### config.mk
export PLATFORM = sky130hd
export DESIGN_NAME = pulse_counter_preset_compare
export DESIGN_NICKNAME = d
export VERILOG_FILES = /design/src/design/pulse_counter_pkg.sv /design/src/design/step_decoder.sv /design/src/design/compare_unit.sv /design/src/design/pulse_counter_preset_compare.sv
export VERILOG_INCLUDE_DIRS = /design/src /design/src/design
export SDC_FILE = /design/constraint.sdc
export NUM_CORES = 1
export LEC_CHECK = 0
export BUFFER_PORTS_ARGS = -buffer_cell sky130_fd_sc_hd__buf_4
export CAP_MARGIN = 25
export CORE_MARGIN = 10
export CORE_UTILIZATION = 35
export CTS_BUF_LIST = sky130_fd_sc_hd__clkbuf_8
export CTS_CLUSTER_DIAMETER = 80
export DETAILED_ROUTE_END_ITERATION = 16
export SYNTH_ARGS = -nofsm -noshare
export SYNTH_HDL_FRONTEND = slang
export SYNTH_SLANG_ARGS = --single-unit
### constraint.sdc
create_clock -name mclk_i -period 9.3 [get_ports mclk_i]
set_input_delay 1.86 -clock mclk_i [delete_from_list [all_inputs] [get_ports mclk_i]]
set_output_delay 1.86 -clock mclk_i [all_outputs]
set_load 0.05 [all_outputs]
### src/design/pulse_counter_params.svh
// ---------------------------------------------------------------------------
// Summary of operation
// - Index rising with index load enable set copies preset into count.
// - Limit switch rising with limit load enable set copies preset.
// - Present index input level is readable as a status bit.
// - Counting scheme field: 0 pulse/direction, 1 up/down, 2 quadrature.
// - Rate window select: 0 gives one second, 1 gives 200 ms.
// - Window total is count at window end minus count at start.
// - Write-only 32-bit preset value, zero after reset.
// - Preset loads only on forced load, enabled index or limit.
// - Writing one to forced load copies preset; zero does nothing.
// - Writing one to freeze holds the count; zero does nothing.
// - Index load enable clear means index never presets the count.
// - Limit load enable clear means limit switch never presets.
// - Two compare outputs on within a range, each readable.
// - A compare output stays off unless programmed and gated on.
// - Write-only gate bit per output enables its points.
// ---------------------------------------------------------------------------
`ifndef PULSE_COUNTER_PARAMS_SVH
`define PULSE_COUNTER_PARAMS_SVH

// ---------------------------------------------------------------------------
// Register offsets (byte addresses on an 8-bit APB address).
// ---------------------------------------------------------------------------
`define OFS_SETUP     8'h00
`define OFS_PRESET    8'h04
`define OFS_COUNT     8'h08
`define OFS_WINDOW    8'h0c
`define OFS_STATUS    8'h10
`define OFS_GATE      8'h14
`define OFS_ON_BASE   8'h18
`define OFS_OFF_BASE  8'h20
`define OFS_STRIDE    8'h04

// ---------------------------------------------------------------------------
// Field positions.
// ---------------------------------------------------------------------------
`define SETUP_SCHEME_LSB   0
`define SETUP_SCHEME_MSB   1
`define SETUP_RATE_BIT     2
`define SETUP_INDEX_BIT    3
`define SETUP_LIMIT_BIT    4
`define SETUP_FORCE_BIT    5
`define SETUP_FREEZE_BIT   6
`define SETUP_RESUME_BIT   7
`define STAT_A_BIT         0
`define STAT_B_BIT         1
`define STAT_INDEX_BIT     2
`define STAT_LIMIT_BIT     3
`define STAT_CMP_LSB       4

// ---------------------------------------------------------------------------
// Reset values and timing.
// ---------------------------------------------------------------------------
`define PRESET_RESET   32'h0000_0000
`define SCHEME_RESET   2'h0
`define CLK_KHZ        25000
`define WIN_LONG_MS    1000
`define WIN_SHORT_MS   200

`endif

### src/design/pulse_counter_pkg.sv
package pulse_counter_pkg;

  // Counting schemes in field order; code 3 is illegal.
  typedef enum logic [1:0] {
    SCHEME_PULSE_DIR,
    SCHEME_UP_DOWN,
    SCHEME_QUAD
  } counting_scheme_t;

  // One count step request from the pulse decoder.
  typedef struct packed {
    logic up;
    logic down;
  } count_step_t;

  // Settings of one compare output.
  typedef struct packed {
    logic [31:0] on_point;
    logic [31:0] off_point;
    logic        armed;
  } compare_cfg_t;

endpackage

### src/design/step_decoder.sv
`timescale 1ns/100ps
`default_nettype none
module step_decoder (
  input  wire logic                       mclk_i,
  input  wire logic                       rst_n_i,
  input  wire logic [1:0]                 scheme_i,
  input  wire logic                       pulse_a_i,
  input  wire logic                       pulse_b_i,
  output pulse_counter_pkg::count_step_t  step_o
);

  logic a_q;
  logic b_q;
  logic rise_a;
  logic rise_b;
  logic moved;

  // Previous input levels for edge detection.
  always_ff @(posedge mclk_i or negedge rst_n_i) begin
    if (!rst_n_i) begin
      a_q <= 1'b0;
      b_q <= 1'b0;
    end else begin
      a_q <= pulse_a_i;
      b_q <= pulse_b_i;
    end
  end

  assign rise_a = pulse_a_i & ~a_q;
  assign rise_b = pulse_b_i & ~b_q;
  assign moved  = (pulse_a_i ^ a_q) | (pulse_b_i ^ b_q);

  // Quadrature counts every edge; direction comes from old A against new B.
  always_comb begin
    step_o = '0;
    unique case (pulse_counter_pkg::counting_scheme_t'(scheme_i))
      pulse_counter_pkg::SCHEME_PULSE_DIR: begin
        step_o.up   = rise_a & ~pulse_b_i;
        step_o.down = rise_a & pulse_b_i;
      end
      pulse_counter_pkg::SCHEME_UP_DOWN: begin
        step_o.up   = rise_a;
        step_o.down = rise_b;
      end
      pulse_counter_pkg::SCHEME_QUAD: begin
        step_o.up   = moved & ~(a_q ^ pulse_b_i);
        step_o.down = moved & (a_q ^ pulse_b_i);
      end
      default: begin
        step_o = '0;
      end
    endcase
  end

endmodule
`default_nettype wire

### src/design/compare_unit.sv
`timescale 1ns/100ps
`default_nettype none
module compare_unit (
  input  wire logic                            mclk_i,
  input  wire logic                            rst_n_i,
  input  wire logic [31:0]                     count_i,
  input  wire pulse_counter_pkg::compare_cfg_t cfg_i,
  output logic                                 on_o
);

  // The point is matched exactly, so a count jumping past it is missed.
  always_ff @(posedge mclk_i or negedge rst_n_i) begin
    if (!rst_n_i) begin
      on_o <= 1'b0;
    end else if (!cfg_i.armed) begin
      on_o <= 1'b0;
    end else if (!on_o && count_i == cfg_i.on_point) begin
      on_o <= 1'b1;
    end else if (on_o && count_i == cfg_i.off_point) begin
      on_o <= 1'b0;
    end
  end

endmodule
`default_nettype wire

### src/design/pulse_counter_preset_compare.sv
// Implementation choices: the placing of the registers and the APB slave port.
`timescale 1ns/100ps
`default_nettype none
`include "pulse_counter_params.svh"
module pulse_counter_preset_compare #(
  parameter int unsigned NUM_CMP      = 2,
  parameter int unsigned WIN_LONG_CYC = `WIN_LONG_MS * `CLK_KHZ,
  parameter int unsigned WIN_SHORT_CYC = `WIN_SHORT_MS * `CLK_KHZ
) (
  input  wire logic               mclk_i,
  input  wire logic               rst_n_i,
  input  wire logic [7:0]         paddr_i,
  input  wire logic               psel_i,
  input  wire logic               penable_i,
  input  wire logic               pwrite_i,
  input  wire logic [31:0]        pwdata_i,
  output logic [31:0]             prdata_o,
  output logic                    pready_o,
  output logic                    pslverr_o,
  input  wire logic               pulse_a_i,
  input  wire logic               pulse_b_i,
  input  wire logic               index_i,
  input  wire logic               limit_switch_input_i,
  output logic [NUM_CMP-1:0]      window_compare_output_o
);

  // ----------------------------------------
  // Declarations
  // ----------------------------------------
  localparam int unsigned TW = $clog2(WIN_LONG_CYC + 1);

  logic [1:0]                     counting_scheme;
  logic                           rate_window_select;
  logic                           index_load_enable;
  logic                           limit_load_enable;
  logic                           freeze_counting;
  logic [31:0]                    preset;
  logic [31:0]                    count;
  logic [31:0]                    win_start;
  logic [31:0]                    window_pulse_total;
  logic [TW-1:0]                  win_timer;
  logic [TW-1:0]                  win_len;
  logic                           index_q;
  logic                           limit_q;
  logic                           index_rise;
  logic                           limit_rise;
  logic                           forced_load;
  logic                           do_load;
  logic                           win_restart;
  logic                           wr_en;
  logic                           rd_setup;
  logic                           addr_hit;
  logic [31:0]                    next_rdata;
  logic [NUM_CMP-1:0]             gate;
  logic [NUM_CMP-1:0]             on_written;
  logic [NUM_CMP-1:0]             off_written;
  logic [NUM_CMP-1:0][31:0]       on_point;
  logic [NUM_CMP-1:0][31:0]       off_point;
  logic [NUM_CMP-1:0]             sel_on;
  logic [NUM_CMP-1:0]             sel_off;
  logic [NUM_CMP-1:0]             sig_cmp;
  pulse_counter_pkg::count_step_t step;

  // ----------------------------------------
  // APB strobes
  // ----------------------------------------
  // The slave never waits, so each access phase completes in one cycle.
  assign pready_o  = 1'b1;
  assign wr_en     = psel_i & penable_i & pwrite_i & addr_hit;
  assign rd_setup  = psel_i & ~penable_i & ~pwrite_i;
  assign pslverr_o = psel_i & penable_i & ~addr_hit;

  // Per-output address matches for the point registers.
  always_comb begin
    for (int i = 0; i < NUM_CMP; i++) begin
      sel_on[i]  = paddr_i == 8'(`OFS_ON_BASE + `OFS_STRIDE * i);
      sel_off[i] = paddr_i == 8'(`OFS_OFF_BASE + `OFS_STRIDE * i);
    end
  end

  // Any offset outside the map answers with an error.
  always_comb begin
    unique case (paddr_i)
      `OFS_SETUP, `OFS_PRESET, `OFS_COUNT, `OFS_WINDOW,
      `OFS_STATUS, `OFS_GATE: begin
        addr_hit = 1'b1;
      end
      default: begin
        addr_hit = |sel_on | |sel_off;
      end
    endcase
  end

  // ----------------------------------------
  // Setup register
  // ----------------------------------------
  // Scheme and window select are kept; the enables are write-only.
  always_ff @(posedge mclk_i or negedge rst_n_i) begin
    if (!rst_n_i) begin
      counting_scheme    <= `SCHEME_RESET;
      rate_window_select <= 1'b0;
      index_load_enable  <= 1'b0;
      limit_load_enable  <= 1'b0;
    end else if (wr_en && paddr_i == `OFS_SETUP) begin
      counting_scheme <=
        pwdata_i[`SETUP_SCHEME_MSB:`SETUP_SCHEME_LSB];
      rate_window_select <= pwdata_i[`SETUP_RATE_BIT];
      index_load_enable  <= pwdata_i[`SETUP_INDEX_BIT];
      limit_load_enable  <= pwdata_i[`SETUP_LIMIT_BIT];
    end
  end

  // Freeze is set by a one in its bit and left alone by a zero; a
  // separate resume bit releases it, and freeze wins if both are set.
  always_ff @(posedge mclk_i or negedge rst_n_i) begin
    if (!rst_n_i) begin
      freeze_counting <= 1'b0;
    end else if (wr_en && paddr_i == `OFS_SETUP) begin
      if (pwdata_i[`SETUP_FREEZE_BIT]) begin
        freeze_counting <= 1'b1;
      end else if (pwdata_i[`SETUP_RESUME_BIT]) begin
        freeze_counting <= 1'b0;
      end
    end
  end

  // A forced load lives only in the write cycle itself.
  assign forced_load = wr_en && paddr_i == `OFS_SETUP &&
                       pwdata_i[`SETUP_FORCE_BIT];

  // Preset value, never readable.
  always_ff @(posedge mclk_i or negedge rst_n_i) begin
    if (!rst_n_i) begin
      preset <= `PRESET_RESET;
    end else if (wr_en && paddr_i == `OFS_PRESET) begin
      preset <= pwdata_i;
    end
  end

  // ----------------------------------------
  // Index and limit switch edges
  // ----------------------------------------
  // Edges, not levels, so a held switch does not pin the count at preset.
  always_ff @(posedge mclk_i or negedge rst_n_i) begin
    if (!rst_n_i) begin
      index_q <= 1'b0;
      limit_q <= 1'b0;
    end else begin
      index_q <= index_i;
      limit_q <= limit_switch_input_i;
    end
  end

  assign index_rise = index_i & ~index_q;
  assign limit_rise = limit_switch_input_i & ~limit_q;

  assign do_load = forced_load |
                   (index_load_enable & index_rise) |
                   (limit_load_enable & limit_rise);

  // ----------------------------------------
  // Pulse counter
  // ----------------------------------------
  step_decoder u_decoder (
    .mclk_i    (mclk_i),
    .rst_n_i   (rst_n_i),
    .scheme_i  (counting_scheme),
    .pulse_a_i (pulse_a_i),
    .pulse_b_i (pulse_b_i),
    .step_o    (step)
  );

  // A load beats a pulse step and still acts while the count is frozen.
  always_ff @(posedge mclk_i or negedge rst_n_i) begin
    if (!rst_n_i) begin
      count <= '0;
    end else if (do_load) begin
      count <= preset;
    end else if (!freeze_counting) begin
      if (step.up && !step.down) begin
        count <= count + 32'h0000_0001;
      end else if (step.down && !step.up) begin
        count <= count - 32'h0000_0001;
      end
    end
  end

  // ----------------------------------------
  // Rate window
  // ----------------------------------------
  assign win_len = rate_window_select ? TW'(WIN_SHORT_CYC)
                                      : TW'(WIN_LONG_CYC);

  // Changing the window select starts a fresh window at once.
  assign win_restart = wr_en && paddr_i == `OFS_SETUP &&
                       pwdata_i[`SETUP_RATE_BIT] != rate_window_select;

  // The total wraps like the count, so a load inside the window gives a
  // meaningless difference for that one window only.
  always_ff @(posedge mclk_i or negedge rst_n_i) begin
    if (!rst_n_i) begin
      win_timer          <= TW'(WIN_LONG_CYC - 1);
      win_start          <= '0;
      window_pulse_total <= '0;
    end else if (win_restart) begin
      win_timer <= (pwdata_i[`SETUP_RATE_BIT] ? TW'(WIN_SHORT_CYC)
                                               : TW'(WIN_LONG_CYC)) -
                   TW'(1);
      win_start <= count;
    end else if (win_timer == '0) begin
      win_timer          <= win_len - TW'(1);
      win_start          <= count;
      window_pulse_total <= count - win_start;
    end else begin
      win_timer <= win_timer - TW'(1);
    end
  end

  // ----------------------------------------
  // Compare outputs
  // ----------------------------------------
  // The pins come straight from the compare flip-flops, with no gating.
  assign window_compare_output_o = sig_cmp;

  generate
    for (genvar g = 0; g < NUM_CMP; g++) begin : g_cmp
      pulse_counter_pkg::compare_cfg_t cfg;

      // Points and gate bits are write-only and start cleared.
      always_ff @(posedge mclk_i or negedge rst_n_i) begin
        if (!rst_n_i) begin
          on_point[g]    <= '0;
          on_written[g]  <= 1'b0;
        end else if (wr_en && sel_on[g]) begin
          on_point[g]    <= pwdata_i;
          on_written[g]  <= 1'b1;
        end
      end

      always_ff @(posedge mclk_i or negedge rst_n_i) begin
        if (!rst_n_i) begin
          off_point[g]   <= '0;
          off_written[g] <= 1'b0;
        end else if (wr_en && sel_off[g]) begin
          off_point[g]   <= pwdata_i;
          off_written[g] <= 1'b1;
        end
      end

      always_ff @(posedge mclk_i or negedge rst_n_i) begin
        if (!rst_n_i) begin
          gate[g] <= 1'b0;
        end else if (wr_en && paddr_i == `OFS_GATE) begin
          gate[g] <= pwdata_i[g];
        end
      end

      // Both points must have been written before the gate means anything.
      assign cfg.on_point  = on_point[g];
      assign cfg.off_point = off_point[g];
      assign cfg.armed     = gate[g] & on_written[g] &
                             off_written[g];

      compare_unit u_cmp (
        .mclk_i  (mclk_i),
        .rst_n_i (rst_n_i),
        .count_i (count),
        .cfg_i   (cfg),
        .on_o    (sig_cmp[g])
      );
    end
  endgenerate

  // ----------------------------------------
  // Read path
  // ----------------------------------------
  // Write-only registers and bits read as zero.
  always_comb begin
    next_rdata = '0;
    unique case (paddr_i)
      `OFS_SETUP: begin
        next_rdata[`SETUP_SCHEME_MSB:`SETUP_SCHEME_LSB] =
          counting_scheme;
        next_rdata[`SETUP_RATE_BIT] = rate_window_select;
      end
      `OFS_COUNT: begin
        next_rdata = count;
      end
      `OFS_WINDOW: begin
        next_rdata = window_pulse_total;
      end
      `OFS_STATUS: begin
        next_rdata[`STAT_A_BIT]     = pulse_a_i;
        next_rdata[`STAT_B_BIT]     = pulse_b_i;
        next_rdata[`STAT_INDEX_BIT] = index_i;
        next_rdata[`STAT_LIMIT_BIT] = limit_switch_input_i;
        next_rdata[`STAT_CMP_LSB +: NUM_CMP] = sig_cmp;
      end
      default: begin
        next_rdata = '0;
      end
    endcase
  end

  // Read data is caught in the setup cycle and stands through access.
  always_ff @(posedge mclk_i or negedge rst_n_i) begin
    if (!rst_n_i) begin
      prdata_o <= '0;
    end else if (rd_setup) begin
      prdata_o <= next_rdata;
    end
  end

endmodule
`default_nettype wire

==> flow_summary.toml, run 1 <==
[outcome]
status = "finished, final reports clean"

[clock_network]
path_clk_slew_ns = 0.06
ctsHoldBuffers = 0
htreeDepth = 2
cts_sinks = 331
clockRootBuffer = "clkbuf_8"
cts_setup_buffers = 0
cts_tree = "built"
cts_resized = 0
clock_latency_ns = 0.67
cts_made_buffers = 58
clk_path_buf_depth = 3

[routing]
antenna_left = 0
num_vias = 13100
drt_iter0_drc = 853
wire_per_inst_um = 19.2
dr.pass1.iters = 5
routed_wl_um = 48600
drc = 0
viasPerCell = 5.16

[hold_path]
hold_end = "win_timer[0]"
hp-start = "win_timer[0]"
hold_path_class = "flop to flop"
holdPathStages = 1

[timing]
min_period_ns = 5.10
maxSlewViolCount = 0
max_clock_freq_mhz = 196
fin_hold_ws_ns = 0.458
slew_headroom_pct = 37.3
final-hold-violation-count = 0
fin_tns_setup_ns = 0
fin_crit_sh_pct = 54.8
report.final.setup_viol = 0
skew_ns = 0.0358
rsz0062_at_grt = "no"
worstMarginPinSlew_ns = 0.938

[global_route]
grt_pass1_wl_um = 76300
grt_pass1_vias = 13200
grt.overflow.total = 0
track_usage_pct = 15.9
antenna_found_initial = 0
grt_max_degree = 152

[layout]
final_core_util_pct = 40.5
stdcell_area_sq_um = 20400
area_growth_pct = 13.7
antenna_cells = 0
multi_input_area_sq_um = 9040
layout.cells.non_filler = 2529
layout-drive-gt1-share_pct = 21.0
fillers = 4936
seq_area_sq_um = 8300
nets = 1923

[setup_path]
required_ns = 9.82
worstReg2RegStart = "u_decoder.a_q"
arrival_ns = 5.62
reg2reg_depth = 17
reg2reg_to = "count[30]"
rrSetupSlack_ns = 5.12
critPathCaptureType = "flop"
cp-start-kind = "primary input"
cp_max_fo = 32
critical_path_class = "primary input to flop"

[synthesis]
ys_types = 68
synth.most_common_cell = "dfrtp_1"
synth_area_leaders = "dfrtp_1 44%, mux2_2 10%, xor2_1 7.8%, ha_1 4.5%, nand2_1 3.6%"
syn_area_per_cell_sq_um = 10.2
ys.flop_type = "dfrtp_1"
synth_edf_count = 0
yosysTopAreaCell = "dfrtp_1"
yosys-top-cells-count = "314 x dfrtp_1, 173 x nand2_1, 161 x mux2_2, 160 x xor2_1, 107 x a21oi_1"
synth_fp_nets = 1865
synthesis.instances = 1750
yosysWarnings = 0
ys_seq_area_share_pct = 46.3
synth_top_area_share_pct = 43.8
syn_area_sq_um = 17900
ys_ff_latch = 331
synthArstFlopShare_pct = 100

[die]
dieArea_sq_um = 60700
rows = 82
dieWidth_um = 246
coreArea_sq_um = 50400
ios = 85
die_h_um = 246
initial_core_util_pct = 35.6

[place]
dp.cells = 2420
placed_cell_area_sq_um = 19200
portBuffers = 83
routabilityCongestion = 0.843
dp_hpwl_um = 34900

[flow_run]
maxCapViolations = 0

[pwr]
ir_drop_v = 0.000108
p_leak_nw = 9.83
power.density_nw_per_um2 = 264
==> worst max-delay path by stage <==
| stage | start | to | depth (start not counted) |
|---|---|---|---|
| 6_report | pulse_a_i | count[30] | 17 |
| 5_1_grt | pulse_a_i | count[24] | 17 |
| 4_1_cts | pulse_a_i | count[30] | 17 |
| 3_5_place_dp | pulse_a_i | count[30] | 17 |
| 3_3_place_gp | pulse_a_i | count[30] | 17 |
| 2_1_floorplan | pulse_a_i | count[30] | 15 |
==> logic make-up after synthesis <==
group	count (synthesis)	share of synthesized area, %
compound gates	363	12.1
xor+xnor	202	9.87
fa+ha+maj	66	4.69
buf+inv	158	3.45
flops	331	46.3
mux	196	12.1
other cells	1	0.0209
simple gates	433	11.5
==> critical path, stage by stage <==
cell	delay (ns)
buf_4	0.12
ha_1	0.29
a211o_1	0.27
o21ai_0	0.21
nand2_1	0.08
buf_4	0.26
ha_1	0.38
nor2b_1	0.22
o31a_1	0.21
nor3_1	0.08
o21a_1	0.23
o211a_1	0.30
a221oi_1	0.49
nand2_1	0.11
a21oi_1	0.19
xnor2_1	0.15
o221ai_1	0.15
==> where the power goes <==
part           internal [mW]  switching, mW
sequential              1.53          0.362
combinational          0.899           1.18
clock                  0.765          0.634
==> final cells by class <==
| cell class | count | area share, % |
|---|---|---|
| clock buffer | 73 | 4.93 |
| clock inverter | 36 | 1.07 |
| inverter | 58 | 1.07 |
| multi-input combinational | 1261 | 44.4 |
| sequential | 331 | 40.7 |
| tap | 672 | 4.13 |
| timing repair buffer | 98 | 3.71 |
==> through the flow <==
step	setup slack, ns	total power [mW]
floorplan	3.76	3.35
global placement	3.55	3.96
detailed placement	3.53	3.98
CTS	4.25	5.42
global route	3.98	5.74
finish	4.20	5.37
==> cell usage in the layout, fill, tap and decap left out, types with 5 or more instances in the layout <==
cell type,netlist,layout
a31oi_1,11,11
inv_1,58,82
clkbuf_8,0,73
or3_1,6,6
nand2b_1,7,7
a21oi_1,107,106
o21ai_1,40,40
nor3_1,17,16
xor2_1,160,160
o211ai_1,5,5
dfrtp_1,314,314
clkinv_2,0,8
nor4_1,34,33
nand2_1,173,173
buf_4,3,96
mux2i_1,35,35
ha_1,64,64
and3_1,8,8
or4_1,5,5
or2_2,8,8
nor2_1,99,97
a21o_1,24,24
o21bai_1,5,5
o21ai_0,85,85
o21a_1,12,12
xnor2_1,42,42
nand4_1,17,17
a211oi_1,10,10
nand3_1,23,23
o31ai_1,28,28
dfstp_2,17,17
nor2b_1,12,12
mux2_2,161,161
==> registers in the layout (all words and copies together) (netlist names), 2 cells and up <==
signal              flops
window_pulse_total     32
win_timer              25
counting_scheme         2
gate                    2
win_start              32
g_cmp.u_cmp.on_o        2
on_written              2
preset                 32
g_cmp.cfg             128
prdata_o               32
off_written             2
count                  32
==> routing by layer <==
| metal | routed length (um) | up-vias | global-route usage, % |
|---|---|---|---|
| li1 | - | 6244 | - |
| met1 | 22900 | 6487 | 21.7 |
| met2 | 22400 | 263 | 25.5 |
| met3 | 2280 | 58 | 2.94 |
| met4 | 953 | 0 | 4.19 |
| met5 | 0 | - | 0 |
No activity file was read; power rests on OpenSTA's default activity.
==> run 2: changes to the inputs <==
==> constraint.sdc (replaced) <==
create_clock -name mclk_i -period 4.55 [get_ports mclk_i]
set_input_delay 0.91 -clock mclk_i [delete_from_list [all_inputs] [get_ports mclk_i]]
set_output_delay 0.91 -clock mclk_i [all_outputs]
set_load 0.05 [all_outputs]
==> run 2 against run 1 <==
Sequential power grew 92%. Clock power grew 110%. Core utilization up 0.75 points. Clock skew down 0.0083 ns. Final cell count rose by 1.4%. Clock-buffer cell count is 3 higher. Via count rose by 2.6%. Routed wire length rose by 3.5%. Die area did not move. Setup slack got worse by 3.6 ns. Critical endpoint is now count[28]. Largest cell class unchanged. Largest power group unchanged. Highest routed layer unchanged.
==> flow_summary.toml, run 2 (synthesized netlist as in run 1, its figures left out) <==
[layout]
stdcell_area_sq_um = 20800
final_core_util_pct = 41.2
layout.cells.non_filler = 2565
antenna_cells = 0
nets = 1963
area_growth_pct = 15.8
largest_reg_flops = 128
layout-drive-gt1-share_pct = 22.9
final_common_cell = "dfrtp_1"
fillers = 4877
most-common-layout-cells = "314 x dfrtp_1, 172 x nand2_1, 161 x mux2_2, 160 x xor2_1, 134 x buf_4"

[setup_path]
required_ns = 5.15
path_delay_family = "compound AO/OA/AOI/OAI gates"
worstPathBufferInverterCount = 2
path_cells = "inv_1, ha_1, a211o_1, o21ai_0, nand2_2, buf_12, ha_1, o21a_1, o31a_1, nor3_1, o21a_1, o211a_1, o21ai_0, a31oi_1, xnor2_1, nand2_1, a31oi_1"
reg2reg_depth = 17
cp_max_fo = 30
critical_path_class = "flop to flop"
cp.depth = 17
arrival_ns = 4.58
cp-start-kind = "flop"
slowest_stage = "o21ai_0"
critPathCaptureType = "flop"
critPathMaxStageDelay_ns = 0.45

[clock_network]
htreeDepth = 2
ctsHoldBuffers = 0
clk_path_buf_depth = 3
clockRootBuffer = "clkbuf_8"
path_clk_slew_ns = 0.06
cts_made_buffers = 57
clock_latency_ns = 0.68
cts_setup_buffers = 0
cts_resized = 0
cts_sinks = 331
cts_tree = "built"

[die]
die_h_um = 246
rows = 82
initial_core_util_pct = 35.6
dieArea_sq_um = 60700
dieWidth_um = 246
ios = 85
coreArea_sq_um = 50400

[pwr]
power.density_nw_per_um2 = 547
ir_drop_v = 0.000239
p_total_mw = 11.4
p_leak_nw = 10.0

[global_route]
grt.overflow.total = 0
antenna_found_initial = 0
grt_pass1_wl_um = 79400
track_usage_pct = 16.5
grt_pass1_vias = 13600
grt_max_degree = 108

[timing]
skew_ns = 0.0274
slew_headroom_pct = 35.1
min_period_ns = 3.98
maxSlewViolCount = 0
max_clock_freq_mhz = 251
fin_crit_sh_pct = 87.4
fin_tns_setup_ns = 0
rsz0062_at_grt = "no"
report.final.setup_viol = 0
final-hold-violation-count = 0
worstMarginPinSlew_ns = 0.974
fin_hold_ws_ns = 0.319
setup_ws_ns = 0.574

[routing]
dr.pass1.iters = 5
wire_per_inst_um = 19.6
num_vias = 13400
drc = 0
antenna_left = 0
viasPerCell = 5.22
routed_wl_um = 50300
drt_iter0_drc = 830

[hold_path]
hold_path_class = "primary input to async pin"

[outcome]
status = "finished, final reports clean"

[place]
routabilityCongestion = 0.875
placed_cell_area_sq_um = 19500
dp_hpwl_um = 36800
place_ws_ns = -0.0694
dp.cells = 2461
portBuffers = 83

[flow_run]
maxCapViolations = 0
-- run 2: routing by layer --
metal / wire length [um] / track usage (%) / vias to the layer above / part of all wire, %
li1: - / - / 6337 / -
met1: 23500 / 22.5 / 6651 / 47
met3: 2470 / 2.71 / 82 / 4.9
met4: 1220 / 5.30 / 0 / 2.4
met2: 23100 / 26.3 / 315 / 46
met5: 0 / 0 / - / 0
-- run 2: worst paths after layout --
check,endpoint,slack [ns],startpoint
setup / recovery,count[28],0.57,u_decoder.a_q
hold / removal,g_cmp[0].cfg[36],0.32,rst_n_i
setup reg to reg,count[28],0.57,u_decoder.a_q
hold reg to reg,win_timer[0],0.45,win_timer[0]
max in group asynchronous,win_start[28],3.09,rst_n_i
min in group mclk_i,index_q,0.38,index_i
-- run 2: worst reg2reg max path, delay by kind of cell (launching register included) --
family	cells	cell delay, ns
xor+xnor	1	0.17
fa+ha+maj	2	0.63
flops	1	0.38
buf+inv	2	0.25
simple gates	3	0.31
compound gates	9	2.19
-- run 2: area by class of cell --
type                       count  area (sq um)  area share, %
clock inverter                28           199          0.959
clock buffer                  76          1050           5.04
multi-input combinational   1261          9050           43.6
timing repair buffer         139          1100           5.31
sequential                   331          8300           40.0
inverter                      58           218           1.05
tap                          672           841           4.05
-- run 2: power by group --
part           total, mW  internal, mW  switching [mW]
Combinational       4.82          2.04            2.78
Clock               2.92          1.61            1.31
Sequential          3.62          3.13           0.487
Total               11.4          6.77            4.58
